==> src/rtl/ctb_pkg.sv <==
package ctb_pkg;
  // Buffer count and register map
  localparam int NBUF = 3;
  localparam logic [1:0] SEL_INFO = 2'h0;
  localparam logic [1:0] SEL_IDENT = 2'h1;
  localparam logic [1:0] SEL_DATA_A = 2'h2;
  localparam logic [1:0] SEL_DATA_B = 2'h3;
  localparam logic [7:0] OFS_BUF_LAST = 8'h2c;
  localparam logic [7:0] OFS_CTRL = 8'h30;
  localparam logic [7:0] OFS_STAT = 8'h34;
  // Field positions and widths, byte limit, FIFO depth
  localparam int FF_BIT = 31;
  localparam int RTR_BIT = 30;
  localparam int DLC_LSB = 16;
  localparam int DLC_W = 4;
  localparam int PRIO_LSB = 0;
  localparam int PRIO_W = 8;
  localparam int ID_W = 29;
  localparam int CTRL_MODE_BIT = 0;
  localparam int CTRL_REQ_LSB = 1;
  localparam int CTRL_ABORT_BIT = 4;
  localparam int STAT_BUSY_BIT = 3;
  localparam int STAT_CUR_LSB = 4;
  localparam logic [3:0] MAX_BYTES = 4'h8;
  localparam int FIFO_DEPTH = 8;
  typedef struct packed {
    logic frame_format_select;
    logic remote;
    logic [DLC_W-1:0] dlc;
    logic [PRIO_W-1:0] tx_priority_value;
  } ctb_info_s;
  typedef struct packed {
    logic first;
    logic last;
    logic [31:0] word;
  } ctb_item_s;
  localparam int ITEM_W = $bits(ctb_item_s);
  // Reset values
  localparam ctb_info_s INFO_RST = '{default: 1'b0};
  localparam logic [ID_W-1:0] ID_RST = 29'h0;
  localparam logic [31:0] DATA_RST = 32'h0;
  localparam logic [NBUF-1:0] RELEASED_RST = 3'h7;
  // Message info word with reserved bits at zero
  function automatic logic [31:0] info_word(input ctb_info_s i);
    logic [31:0] w;
    w = 32'h0;
    w[FF_BIT] = i.frame_format_select;
    w[RTR_BIT] = i.remote;
    w[DLC_LSB +: DLC_W] = i.dlc;
    w[PRIO_LSB +: PRIO_W] = i.tx_priority_value;
    return w;
  endfunction
  // Payload bytes actually sent
  function automatic logic [3:0] eff_len(input ctb_info_s i);
    if (i.remote)
      return 4'h0;
    return (i.dlc > MAX_BYTES) ? MAX_BYTES : i.dlc;
  endfunction
endpackage

==> src/rtl/ctb_arbiter.sv <==
`timescale 1ns/100ps
`default_nettype none
module ctb_arbiter (
  input wire logic [ctb_pkg::NBUF-1:0] pending,
  input wire logic prio_mode,
  input wire logic [ctb_pkg::PRIO_W-1:0] prio [ctb_pkg::NBUF],
  input wire logic [ctb_pkg::ID_W-1:0] ident [ctb_pkg::NBUF],
  output logic any,
  output logic [1:0] sel
);
  import ctb_pkg::*;

  always_comb
  begin
    any = 1'b0;
    sel = 2'h0;
    // Ascending scan with strict compare keeps lowest number on ties
    for (int i = 0; i < NBUF; i++)
    begin
      if (pending[i])
      begin
        if (!any)
        begin
          any = 1'b1;
          sel = 2'(i);
        end
        else if (prio_mode && (prio[i] < prio[sel]))
          sel = 2'(i);
        else if (!prio_mode && (ident[i] < ident[sel]))
          sel = 2'(i);
      end
    end
  end
endmodule
`default_nettype wire

==> src/rtl/ctb_fifo.sv <==
`timescale 1ns/100ps
`default_nettype none
module ctb_fifo #(
  parameter int WIDTH = 8,
  parameter int DEPTH = 8
) (
  input wire logic clk,
  input wire logic rst,
  input wire logic in_valid,
  output logic in_ready,
  input wire logic [WIDTH-1:0] in_data,
  output logic out_valid,
  input wire logic out_ready,
  output logic [WIDTH-1:0] out_data
);
  localparam int AW = $clog2(DEPTH);
  localparam logic [AW-1:0] LAST_IDX = AW'(DEPTH - 1);
  localparam logic [AW:0] FULL_CNT = (AW + 1)'(DEPTH);
  logic [WIDTH-1:0] mem [DEPTH];
  logic [AW-1:0] wr_ptr;
  logic [AW-1:0] rd_ptr;
  logic [AW:0] count;
  logic push;
  logic pop;

  function automatic logic [AW-1:0] bump(input logic [AW-1:0] p);
    return (p == LAST_IDX) ? '0 : p + 1'b1;
  endfunction

  assign in_ready = (count != FULL_CNT);
  assign out_valid = (count != '0);
  assign push = in_valid && in_ready;
  assign pop = out_valid && out_ready;
  assign out_data = mem[rd_ptr];

  always_ff @(posedge clk)
  begin
    if (push)
      mem[wr_ptr] <= in_data;
  end

  always_ff @(posedge clk)
  begin
    if (rst)
    begin
      wr_ptr <= '0;
      rd_ptr <= '0;
      count <= '0;
    end
    else
    begin
      if (push)
        wr_ptr <= bump(wr_ptr);
      if (pop)
        rd_ptr <= bump(rd_ptr);
      if (push && !pop)
        count <= count + 1'b1;
      else if (pop && !push)
        count <= count - 1'b1;
    end
  end
endmodule
`default_nettype wire

==> src/rtl/ctb_top.sv <==
// Behaviour
// - Three buffers, each with info and identifier
// - Buffer writes accepted only while buffer released
// - Info bit 31 selects extended frame format
// - Info bit 30 selects remote frame
// - Bits 19..16 hold data length code
// - Length codes above eight send eight bytes
// - Priority mode sends lowest priority value first
// - Ties go to lowest buffer number
// - Identifier bits 28..0, reset zero
// - Reserved bits always read as zero
// - Two data words per buffer, sent up to length
`timescale 1ns/100ps
`default_nettype none
module ctb_top (
  input wire logic CORE_CLK,
  input wire logic SYS_RST,
  input wire logic [7:0] REG_ADDR,
  input wire logic [31:0] REG_WDATA,
  input wire logic REG_WR,
  input wire logic REG_RD,
  output logic [31:0] REG_RDATA,
  output logic TX_VALID,
  input wire logic TX_READY,
  output ctb_pkg::ctb_item_s TX_ITEM
);
  import ctb_pkg::*;

  typedef enum logic [1:0] {
    ST_IDLE = 2'b00,
    ST_INFO = 2'b01,
    ST_IDENT = 2'b11,
    ST_DATA = 2'b10
  } ctb_state_e;

  ctb_info_s info [NBUF];
  logic [ID_W-1:0] ident [NBUF];
  logic [31:0] data_a [NBUF];
  logic [31:0] data_b [NBUF];
  logic [PRIO_W-1:0] prio [NBUF];
  logic [NBUF-1:0] released;
  logic prio_mode;
  ctb_state_e state;
  ctb_state_e next_state;
  logic [1:0] cur;
  logic [3:0] nbytes;
  logic [2:0] byte_idx;
  logic arb_any;
  logic [1:0] arb_sel;
  logic push_valid;
  logic push_ready;
  ctb_item_s push_item;
  logic push;
  logic done;
  logic [63:0] payload;
  logic [NBUF-1:0] req_set;
  logic [NBUF-1:0] abort_set;
  logic ctrl_wr;

  // Buffer register decode
  function automatic logic buf_hit(input logic [7:0] a);
    return (a <= OFS_BUF_LAST) && (a[1:0] == 2'h0) && (a[5:4] != 2'h3) && (a[7:6] == 2'h0);
  endfunction

  // Full read value of one buffer register
  function automatic logic [31:0] buf_read(input logic [1:0] b, input logic [1:0] r);
    logic [31:0] v;
    v = 32'h0;
    case (r)
      SEL_INFO: v = info_word(info[b]);
      SEL_IDENT: v = {3'h0, ident[b]};
      SEL_DATA_A: v = data_a[b];
      SEL_DATA_B: v = data_b[b];
      default: v = 32'h0;
    endcase
    return v;
  endfunction

  assign ctrl_wr = REG_WR && (REG_ADDR == OFS_CTRL);

  // Buffer registers, writable only while released
  always_ff @(posedge CORE_CLK)
  begin
    if (SYS_RST)
    begin
      for (int b = 0; b < NBUF; b++)
      begin
        info[b] <= INFO_RST;
        ident[b] <= ID_RST;
        data_a[b] <= DATA_RST;
        data_b[b] <= DATA_RST;
      end
    end
    else if (REG_WR && buf_hit(REG_ADDR) && released[REG_ADDR[5:4]])
    begin
      case (REG_ADDR[3:2])
        SEL_INFO:
        begin
          info[REG_ADDR[5:4]].frame_format_select <= REG_WDATA[FF_BIT];
          info[REG_ADDR[5:4]].remote <= REG_WDATA[RTR_BIT];
          info[REG_ADDR[5:4]].dlc <= REG_WDATA[DLC_LSB +: DLC_W];
          info[REG_ADDR[5:4]].tx_priority_value <= REG_WDATA[PRIO_LSB +: PRIO_W];
        end
        SEL_IDENT: ident[REG_ADDR[5:4]] <= REG_WDATA[ID_W-1:0];
        SEL_DATA_A: data_a[REG_ADDR[5:4]] <= REG_WDATA;
        SEL_DATA_B: data_b[REG_ADDR[5:4]] <= REG_WDATA;
        default: ;
      endcase
    end
  end

  // Priority mode control bit
  always_ff @(posedge CORE_CLK)
  begin
    if (SYS_RST)
      prio_mode <= 1'b0;
    else if (ctrl_wr)
      prio_mode <= REG_WDATA[CTRL_MODE_BIT];
  end

  // Request and abort only act on eligible buffers
  always_comb
  begin
    req_set = '0;
    abort_set = '0;
    for (int b = 0; b < NBUF; b++)
    begin
      req_set[b] = ctrl_wr && REG_WDATA[CTRL_REQ_LSB + b] && released[b];
      abort_set[b] = ctrl_wr && REG_WDATA[CTRL_ABORT_BIT] && !released[b] &&
                     !((state != ST_IDLE) && (cur == 2'(b)));
    end
  end

  // Release status: completion or abort sets, request clears
  always_ff @(posedge CORE_CLK)
  begin
    if (SYS_RST)
      released <= RELEASED_RST;
    else
    begin
      for (int b = 0; b < NBUF; b++)
      begin
        if ((done && (cur == 2'(b))) || abort_set[b])
          released[b] <= 1'b1;
        else if (req_set[b])
          released[b] <= 1'b0;
      end
    end
  end

  always_comb
  begin
    for (int b = 0; b < NBUF; b++)
      prio[b] = info[b].tx_priority_value;
  end

  ctb_arbiter u_arbiter (
    .pending(~released),
    .prio_mode(prio_mode),
    .prio(prio),
    .ident(ident),
    .any(arb_any),
    .sel(arb_sel)
  );

  assign payload = {data_b[cur], data_a[cur]};
  assign push_valid = (state != ST_IDLE);
  assign push = push_valid && push_ready;
  assign done = push && push_item.last;

  // Item formed for the current state
  always_comb
  begin
    push_item = '{default: 1'b0};
    case (state)
      ST_INFO:
      begin
        push_item.first = 1'b1;
        push_item.word = info_word(info[cur]);
      end
      ST_IDENT:
      begin
        push_item.last = (nbytes == 4'h0);
        push_item.word = {3'h0, ident[cur]};
      end
      ST_DATA:
      begin
        push_item.last = ({1'b0, byte_idx} == nbytes - 4'h1);
        push_item.word = {24'h0, payload[{byte_idx, 3'h0} +: 8]};
      end
      default: push_item = '{default: 1'b0};
    endcase
  end

  always_comb
  begin
    next_state = state;
    case (state)
      ST_IDLE:
        if (arb_any)
          next_state = ST_INFO;
      ST_INFO:
        if (push)
          next_state = ST_IDENT;
      ST_IDENT:
        if (push)
          next_state = (nbytes == 4'h0) ? ST_IDLE : ST_DATA;
      ST_DATA:
        if (done)
          next_state = ST_IDLE;
      default: next_state = ST_IDLE;
    endcase
  end

  always_ff @(posedge CORE_CLK)
  begin
    if (SYS_RST)
      state <= ST_IDLE;
    else
      state <= next_state;
  end

  // Latch winner and its sent length at frame start
  always_ff @(posedge CORE_CLK)
  begin
    if (SYS_RST)
    begin
      cur <= 2'h0;
      nbytes <= 4'h0;
    end
    else if (state == ST_IDLE && arb_any)
    begin
      cur <= arb_sel;
      nbytes <= eff_len(info[arb_sel]);
    end
  end

  always_ff @(posedge CORE_CLK)
  begin
    if (SYS_RST)
      byte_idx <= 3'h0;
    else if (state == ST_IDLE)
      byte_idx <= 3'h0;
    else if (state == ST_DATA && push)
      byte_idx <= byte_idx + 3'h1;
  end

  ctb_fifo #(
    .WIDTH(ITEM_W),
    .DEPTH(FIFO_DEPTH)
  ) u_fifo (
    .clk(CORE_CLK),
    .rst(SYS_RST),
    .in_valid(push_valid),
    .in_ready(push_ready),
    .in_data(push_item),
    .out_valid(TX_VALID),
    .out_ready(TX_READY),
    .out_data(TX_ITEM)
  );

  // Registered read data, zero for unmapped addresses
  always_ff @(posedge CORE_CLK)
  begin
    if (SYS_RST)
      REG_RDATA <= 32'h0;
    else if (REG_RD)
    begin
      if (buf_hit(REG_ADDR))
        REG_RDATA <= buf_read(REG_ADDR[5:4], REG_ADDR[3:2]);
      else if (REG_ADDR == OFS_CTRL)
        REG_RDATA <= {31'h0, prio_mode};
      else if (REG_ADDR == OFS_STAT)
        REG_RDATA <= {26'h0, cur, (state != ST_IDLE), released};
      else
        REG_RDATA <= 32'h0;
    end
    else
      REG_RDATA <= 32'h0;
  end
endmodule
`default_nettype wire

==> config.mk <==
export PLATFORM = sky130hd
export DESIGN_NAME = ctb_top
export DESIGN_NICKNAME = d
export VERILOG_FILES = /design/src/rtl/ctb_pkg.sv /design/src/rtl/ctb_arbiter.sv /design/src/rtl/ctb_fifo.sv /design/src/rtl/ctb_top.sv
export SDC_FILE = /design/constraint.sdc
export NUM_CORES = 1
export LEC_CHECK = 0
export ABC_CLOCK_PERIOD_IN_PS = 8900
export BUFFER_PORTS_ARGS = -buffer_cell sky130_fd_sc_hd__buf_4
export CAP_MARGIN = 15
export CORE_MARGIN = 1
export CORE_UTILIZATION = 65
export DETAILED_ROUTE_END_ITERATION = 8
export HOLD_SLACK_MARGIN = 0.1
export PLACE_DENSITY = 0.84
export SYNTH_ARGS = -nofsm -noshare
export SYNTH_HDL_FRONTEND = slang
export SYNTH_SLANG_ARGS = --single-unit
==> constraint.sdc <==
create_clock -name CORE_CLK -period 8.9 [get_ports CORE_CLK]
set_input_delay 1.78 -clock CORE_CLK [delete_from_list [all_inputs] [get_ports CORE_CLK]]
set_output_delay 1.78 -clock CORE_CLK [all_outputs]
set_load 0.01 [all_outputs]
==> summary.txt, run 1 <==
Status
  – Run status: complete, no violations

Place
  – HPWL after DPL: 59.4 mm
  – Routability Congestion: 0.999
  – Pre-CTS setup slack: 3260 ps
  – PortBufs: 110
  – Placed insts: 3,226

Setup path
  – Crit Path Category: reg -> reg
  – CP endpoint kind: flip-flop
  – Nature of the critical path startpoint: flip-flop
  – Worst path depth: 18
  – CP Cell Sequence: inv_1, ha_1, nand4_1, nor3_1, nand3_1, nor2_1, a2111o_1, and2_2, mux2i_1, ha_1, a211o_1, o22ai_1, nor3_1, o2111ai_1, o22a_1, nand4b_1, a32o_1, o221ai_1
  – Worst Path Required: 9430 ps
  – Worst Path Max Fanout: 25
  – Crit path max-delay cell type: and2_2
  – Buf/Inv on CP: 1
  – CP peak stage delay: about 840 ps
  – FF-to-FF path depth: 18
  – CP Data Arrival Time: slightly above 6000 ps
  – Top delay family on crit path: simple AND/OR/NAND/NOR gates

Global routing
  – Pin count of the biggest net entering global routing: 100
  – Gr usage total: 0.354
  – Global-route wire length before repair: 142 mm
  – Initial antenna violation count: 0
  – Overflow after GRT: 0
  – Vias in the first global route: 22,827

Clock tree
  – Post-CTS sizing: 0
  – Post-CTS Hold Buffers: 0
  – Clk pin slew, worst setup/hold paths: 60 ps
  – Clock Latency Late Sink: 620 ps
  – Clk buf depth: 3
  – CTS Buf Count: 73
  – Root Driver: clkbuf_16
  – CTS tree: done
  – CTS H-tree depth: 3
  – CTS Sinks: approximately 730
  – Setup Buffers After CTS: 0

STA
  – Final Max Tran Viols: 0
  – Max_slew headroom: 0.281
  – Clock period minus worst slack: 5540 ps
  – Setup WS post-layout: 3360 ps
  – Final setup viols: 0
  – Hold slack: roughly 500 ps
  – Final TNS setup: 0 ps
  – Fmax: 0.181 GHz
  – Clk_skew: approximately 17 ps
  – Final Cycle Share: 0.622
  – Final Hold Fails: 0
  – Slew @ Worst Pin: 1080 ps
  – RSZ-0062 raised after global routing: false

Drt
  – Detail Route Antenna Nets: 0
  – Via count: 23,359
  – Routed WL per cell: about 28 um
  – DR DRC count: 0
  – DRT Wirelength: approximately 95 mm
  – 1st-pass router iterations: 8
  – Drt first-iter violations: 3,107
  – Number of vias per cell: 6.95

Pwr
  – Peak VDD IR: 0.176 mV
  – Leakage power figure: around 14 nW
  – Tot Pwr: 7.61 mW
  – Pwr Density: 195 nW/um^2

Final layout
  – Nets@finish: 2,739
  – Cell Count, Final, Fillers Out: between 3,000 and 4,000
  – Most common cell after layout, fill and taps aside: edfxtp_1
  – Fillers: around 3,300
  – Layout area overhead: 11.4%
  – Most frequent cells in the layout: edfxtp_1 (576), nand2_1 (266), mux4_2 (234)
  – Share of cells above drive strength 1: 0.219
  – Ant diodes: 0

Yosys
  – Number of synthesized register bits: ~730
  – Synthesized instance count: 2,507
  – Cell taking the most area after synthesis: edfxtp_1
  – Synth top area share: 0.493
  – Synthesized cell area: 35,100 um^2
  – Register area share after synthesis: 0.578
  – FFs w/ async S/R, synth: 0
  – Yosys cell types: 65
  – Number of flops mapped to enable cells by yosys: between 500 and 600
  – Largest cells by area after synthesis: edfxtp_1 (49%), mux4_2 (15%), dfxtp_1 (8.5%)
  – Mapped Avg Cell Area: 14.0 um^2
  – YS warnings: 0
  – Top_reg_cell synth: edfxtp_1

Floorplanning
  – Starting density of the core: 0.662
  – Row count: 84
  – Horiz. Die Dim: about 230 um
  – IO Count: 112
  – CORE AREA: 53,000 um^2
  – Die area: 54,900 um^2
  – Die H: ~230 um

Min path
  – Worst min path class: reg -> reg
  – Hold path depth: 2

Flow run
  – Max-Cap Viols: 0
## area by class of cell
type                       instances  area (um^2)  share of cell area
clock buffer                     101         2050              0.0524
clock inverter                    33          325             0.00832
inverter                          48          180             0.00461
multi-input combinational       1606        14100               0.361
sequential                       725        20300               0.519
tap                              688          861              0.0220
timing repair buffer             159         1260              0.0322
## worst paths after layout
path / to / startpoint / slack (ps)
hold reg to reg: ident[68]$_SDFFE_PP0P_ / ident[68]$_SDFFE_PP0P_ / 500
hold / removal: ident[68]$_SDFFE_PP0P_ / ident[68]$_SDFFE_PP0P_ / 500
setup / recovery: nbytes[2]$_SDFFE_PP0P_ / ident[84]$_SDFFE_PP0P_ / 3360
setup reg to reg: nbytes[2]$_SDFFE_PP0P_ / ident[84]$_SDFFE_PP0P_ / 3360
## cells in the mapped netlist (7+ instances only)
| cell | n |
|---|---|
| edfxtp_1 | 576 |
| nand2_1 | 266 |
| mux4_2 | 234 |
| and3_1 | 222 |
| clkbuf_1 | 149 |
| dfxtp_1 | 149 |
| a21oi_1 | 135 |
| mux2i_1 | 117 |
| ha_1 | 80 |
| nor2_1 | 76 |
| mux2_2 | 59 |
| inv_1 | 48 |
| and2_1 | 47 |
| o21ai_0 | 43 |
| o22ai_1 | 35 |
| buf_2 | 33 |
| nor3_1 | 24 |
| a22oi_1 | 23 |
| a211oi_1 | 15 |
| a21o_1 | 15 |
| buf_1 | 14 |
| nand3_1 | 14 |
| nor2b_1 | 11 |
| a22o_1 | 9 |
| nand4_1 | 8 |
| nand2b_1 | 7 |
| o221ai_1 | 7 |
## registers in the layout, indices dropped and copies added, names as in the netlist, named ones only
name / flops
prio_mode: 1
data_b: 128
info: 56
u_fifo.count: 4
cur: 2
ident: 87
u_fifo.wr_ptr: 3
state: 2
u_fifo.mem: 264
released: 3
byte_idx: 3
REG_RDATA: 32
data_a: 128
u_fifo.rd_ptr: 3
nbytes: 4
## power by group
| part | internal (mW) | switching [mW] | leakage, nW |
|---|---|---|---|
| combinational | 0.356 | 0.403 | 6.53 |
| clock | 1.79 | 1.30 | 1.17 |
| sequential | 3.71 | 0.0582 | 6.74 |
## worst register-to-register path, stage by stage (launching register included)
cell	delay, ps
dfxtp_1	390
inv_1	70
ha_1	310
nand4_1	180
nor3_1	320
nand3_1	150
nor2_1	130
a2111o_1	300
and2_2	840
mux2i_1	190
ha_1	340
a211o_1	160
o22ai_1	100
nor3_1	690
o2111ai_1	230
o22a_1	270
nand4b_1	270
a32o_1	350
o221ai_1	180
## metrics by stage
step                utilization  area (um^2)
finish                    0.738        39100
global route              0.738        39100
CTS                       0.738        39100
detailed placement        0.693        36700
global placement          0.691        36600
floorplan                     -        35400
## per-layer routing
layer	part of all wire	GRT usage	up-vias
li1	-	-	9841
met1	0.36	0.477	11552
met2	0.48	0.563	1672
met3	0.11	0.0704	294
met4	0.049	0.160	0
met5	0	0	-
## logic make-up (layout without fill, tap and decap cells)
kind of cell | Yosys count | after routing | share of synthesized area
and+or+nand+nor | 697 | 697 | 0.0995
muxes | 410 | 410 | 0.203
AOI/OAI and AO/OA | 333 | 333 | 0.0592
adders and majority gates | 81 | 81 | 0.0291
buffers and inverters | 254 | 341 | 0.0297
xor gates and xnor gates | 6 | 6 | 0.00150
other | 1 | 79 | 0.000107
DFF | 725 | 725 | 0.578
No activity file was read; power rests on OpenSTA's default activity.
==> run 2: changes to the inputs <==
- ABC_AREA: not set -> 1
- ABC_CLOCK_PERIOD_IN_PS: 8900 -> 5350
- CORE_UTILIZATION: 65 -> 62
- PLACE_DENSITY: 0.84 -> 0.81
- clock period: 8.9 -> 5.35 ns (I/O delays scaled with it)
==> summary.txt, run 2 <==
STA
  – Final Hold Fails: 0 (unchanged)
  – Clock period minus worst slack: 4780 ps (-757 ps)
  – Final TNS setup: 0 ps (unchanged)
  – RSZ-0062 raised after global routing: false
  – Final Cycle Share: 0.893 (+0.271)
  – Final setup viols: 0 (unchanged)
  – Fmax: 0.209 GHz (+16%)
  – Final Max Tran Viols: 0 (unchanged)
  – Clk_skew: 25.3 ps (+8.15 ps)
  – Max_slew headroom: 0.265 (-0.0161)
  – Slew @ Worst Pin: 1100 ps (+24.1 ps)

Yosys
  – YS warnings: 0 (unchanged)
  – Register area share after synthesis: 0.594 (+0.0160)
  – Largest cells by area after synthesis: edfxtp_1 (51%), dfxtp_1 (8.7%), nor2_1 (8.0%)
  – Synthesized cell area: 34,100 um^2 (-2.7%)
  – Synth top area share: 0.507 (+0.0137)
  – Most numerous cell in the Yosys netlist: nor2_1
  – Top_reg_cell synth: edfxtp_1
  – Synth top cells by count: nor2_1 (724), edfxtp_1 (576), o21ai_0 (522)
  – Cell taking the most area after synthesis: edfxtp_1
  – Synthesized instance count: 3,566 (+42%)
  – Number of flops mapped to enable cells by yosys: 576 (unchanged)
  – Yosys cell types: 56 (-14%)
  – Mapped Avg Cell Area: 9.57 um^2 (-32%)
  – Number of synthesized register bits: 725 (unchanged)
  – FFs w/ async S/R, synth: 0 (unchanged)

Drt
  – DRT Wirelength: 105 mm (+10%)
  – Detail Route Antenna Nets: 0 (unchanged)
  – Via count: 28,583 (+22%)
  – 1st-pass router iterations: 7 (-1)
  – Number of vias per cell: 6.46 (-7.1%)
  – DR DRC count: 0 (unchanged)
  – Drt first-iter violations: 4,577 (+47%)
  – Routed WL per cell: 23.7 um (-16%)

Final layout
  – Top Registers: u_fifo.mem x264, data_a x128, data_b x128
  – Largest Register: u_fifo.mem
  – Layout area overhead: 12.8%
  – Max FFs per register: 264 (unchanged)
  – Fillers: 3,899 (+19%)
  – Most common cell after layout, fill and taps aside: nor2_1
  – Share of cells above drive strength 1: 0.0896 (-0.130)
  – Nets@finish: 3,795 (+39%)
  – Most frequent cells in the layout: nor2_1 (713), edfxtp_1 (576), o21ai_0 (522)

Global routing
  – Initial antenna violation count: 2 (+2)
  – Global-route wire length before repair: 156 mm (+9.7%)
  – Gr usage total: 0.372 (+0.0173)
  – Pin count of the biggest net entering global routing: 98 (-2.0%)
  – Vias in the first global route: 26,607 (+17%)
  – Overflow after GRT: 0 (unchanged)

Setup path
  – Most used cell, CP: nand2_1
  – Nature of the critical path startpoint: flip-flop
  – CP endpoint kind: flip-flop
  – Crit Path Category: reg -> reg
  – CP peak stage delay: 560 ps (-280 ps)
  – Buf/Inv on CP: 1 (unchanged)
  – Top delay family on crit path: simple AND/OR/NAND/NOR gates
  – Worst Path Required: 5930 ps (-3500 ps)
  – Crit path max-delay cell type: nand2_4
  – CP Data Arrival Time: 5350 ps (-720 ps)
  – Worst Path Max Fanout: 73 (+190%)

Place
  – PortBufs: 110 (unchanged)
  – Routability Congestion: 1.01 (+0.89%)
  – HPWL after DPL: 64.8 mm (+9.1%)

Status
  – Run status: complete, no violations

Clock tree
  – Post-CTS sizing: 0 (unchanged)
  – Root Driver: clkbuf_16
  – CTS Buf Count: 73 (unchanged)
  – Clk pin slew, worst setup/hold paths: 70 ps (about the same)
  – Clk buf depth: 3 (unchanged)
  – CTS Sinks: 725 (unchanged)
  – CTS tree: done
  – Clock Latency Late Sink: 640 ps (+20 ps)
  – Post-CTS Hold Buffers: 0 (unchanged)
  – CTS H-tree depth: 3 (unchanged)
  – Setup Buffers After CTS: 0 (unchanged)

Pwr
  – Tot Pwr: 13.6 mW (+79%)
  – Leakage power figure: 14.7 nW (+1.7%)
  – Pwr Density: 353 nW/um^2 (+81%)
  – Peak VDD IR: 0.314 mV (+79%)

Floorplanning
  – Horiz. Die Dim: 237 um (+0.99%)
  – CORE AREA: 54,100 um^2 (+2.2%)
  – Die area: 56,000 um^2 (+2.0%)
  – Row count: 85 (+1.2%)
  – IO Count: 112 (unchanged)
  – Die H: 237 um (+0.99%)
  – Starting density of the core: 0.630 (-0.0317)

Min path
  – Worst min path class: reg -> reg

Flow run
  – Max-Cap Viols: 0 (unchanged)
## run 2: through the flow
step / util / area (um^2) / std cells / setup slack (ps) / hold WS [ps]
floorplan: - / 34400 / 3644 / 1500 / 454
global placement: 0.664 / 35900 / 4290 / 828 / 471
detailed placement: 0.664 / 35900 / 4290 / 749 / 480
CTS: 0.711 / 38500 / 4424 / 707 / 494
global route: 0.711 / 38500 / 4424 / 258 / 514
finish: 0.711 / 38500 / 4426 / 571 / 498
## run 2: final cells by class
cell class                 count  area, um^2  area share
antenna                        2        5.00    0.000130
clock buffer                  92        2000      0.0520
clock inverter                42         564      0.0147
inverter                     266        1000      0.0260
multi-input combinational   2419       12300       0.320
sequential                   725       20300       0.527
tap                          696         871      0.0226
timing repair buffer         184        1430      0.0372
## run 2: cell families after synthesis
kind of cell | Yosys count | share of synthesized area
AO/OA/AOI/OAI | 1133 | 0.191
AND/OR/NAND/NOR | 1121 | 0.128
flip-flops | 725 | 0.594
buffers and inverters | 500 | 0.0554
adder cells (fa/ha/maj) | 81 | 0.0299
XOR/XNOR | 5 | 0.00128
other | 1 | 0.000110
## run 2: report_power, final
group          leakage, nW  switching [mW]  internal [mW]  total [mW]
Clock                 1.25            2.20           3.29        5.49
Sequential            6.61          0.0844           6.17        6.26
Combinational         6.81            1.26          0.599        1.86
## run 2: routing by layer
metal,global-route usage,vias to the layer above,routed length [um]
li1,-,12771,-
met1,0.480,13214,36800
met2,0.572,2151,47300
met3,0.0896,445,14400
met4,0.225,2,6610
met5,0,-,13
## run 2: final timing paths
| kind | from | slack (ps) | to | depth (start not counted) |
|---|---|---|---|---|
| setup / recovery | ident[86]$_SDFFE_PP0P_ | 570 | nbytes[0]$_SDFFE_PP0P_ | 29 |
| hold / removal | nbytes[1]$_SDFFE_PP0P_ | 500 | nbytes[1]$_SDFFE_PP0P_ | 2 |
| setup reg to reg | ident[86]$_SDFFE_PP0P_ | 570 | nbytes[0]$_SDFFE_PP0P_ | 29 |
| hold reg to reg | nbytes[1]$_SDFFE_PP0P_ | 500 | nbytes[1]$_SDFFE_PP0P_ | 2 |
## run 2: worst register-to-register path, delay by kind of cell, from the launching register on
kind	cells	cell delay [ps]
simple gates	19	2580
compound gates	7	1150
fa+ha+maj	2	640
flops	1	310
buf+inv	1	70
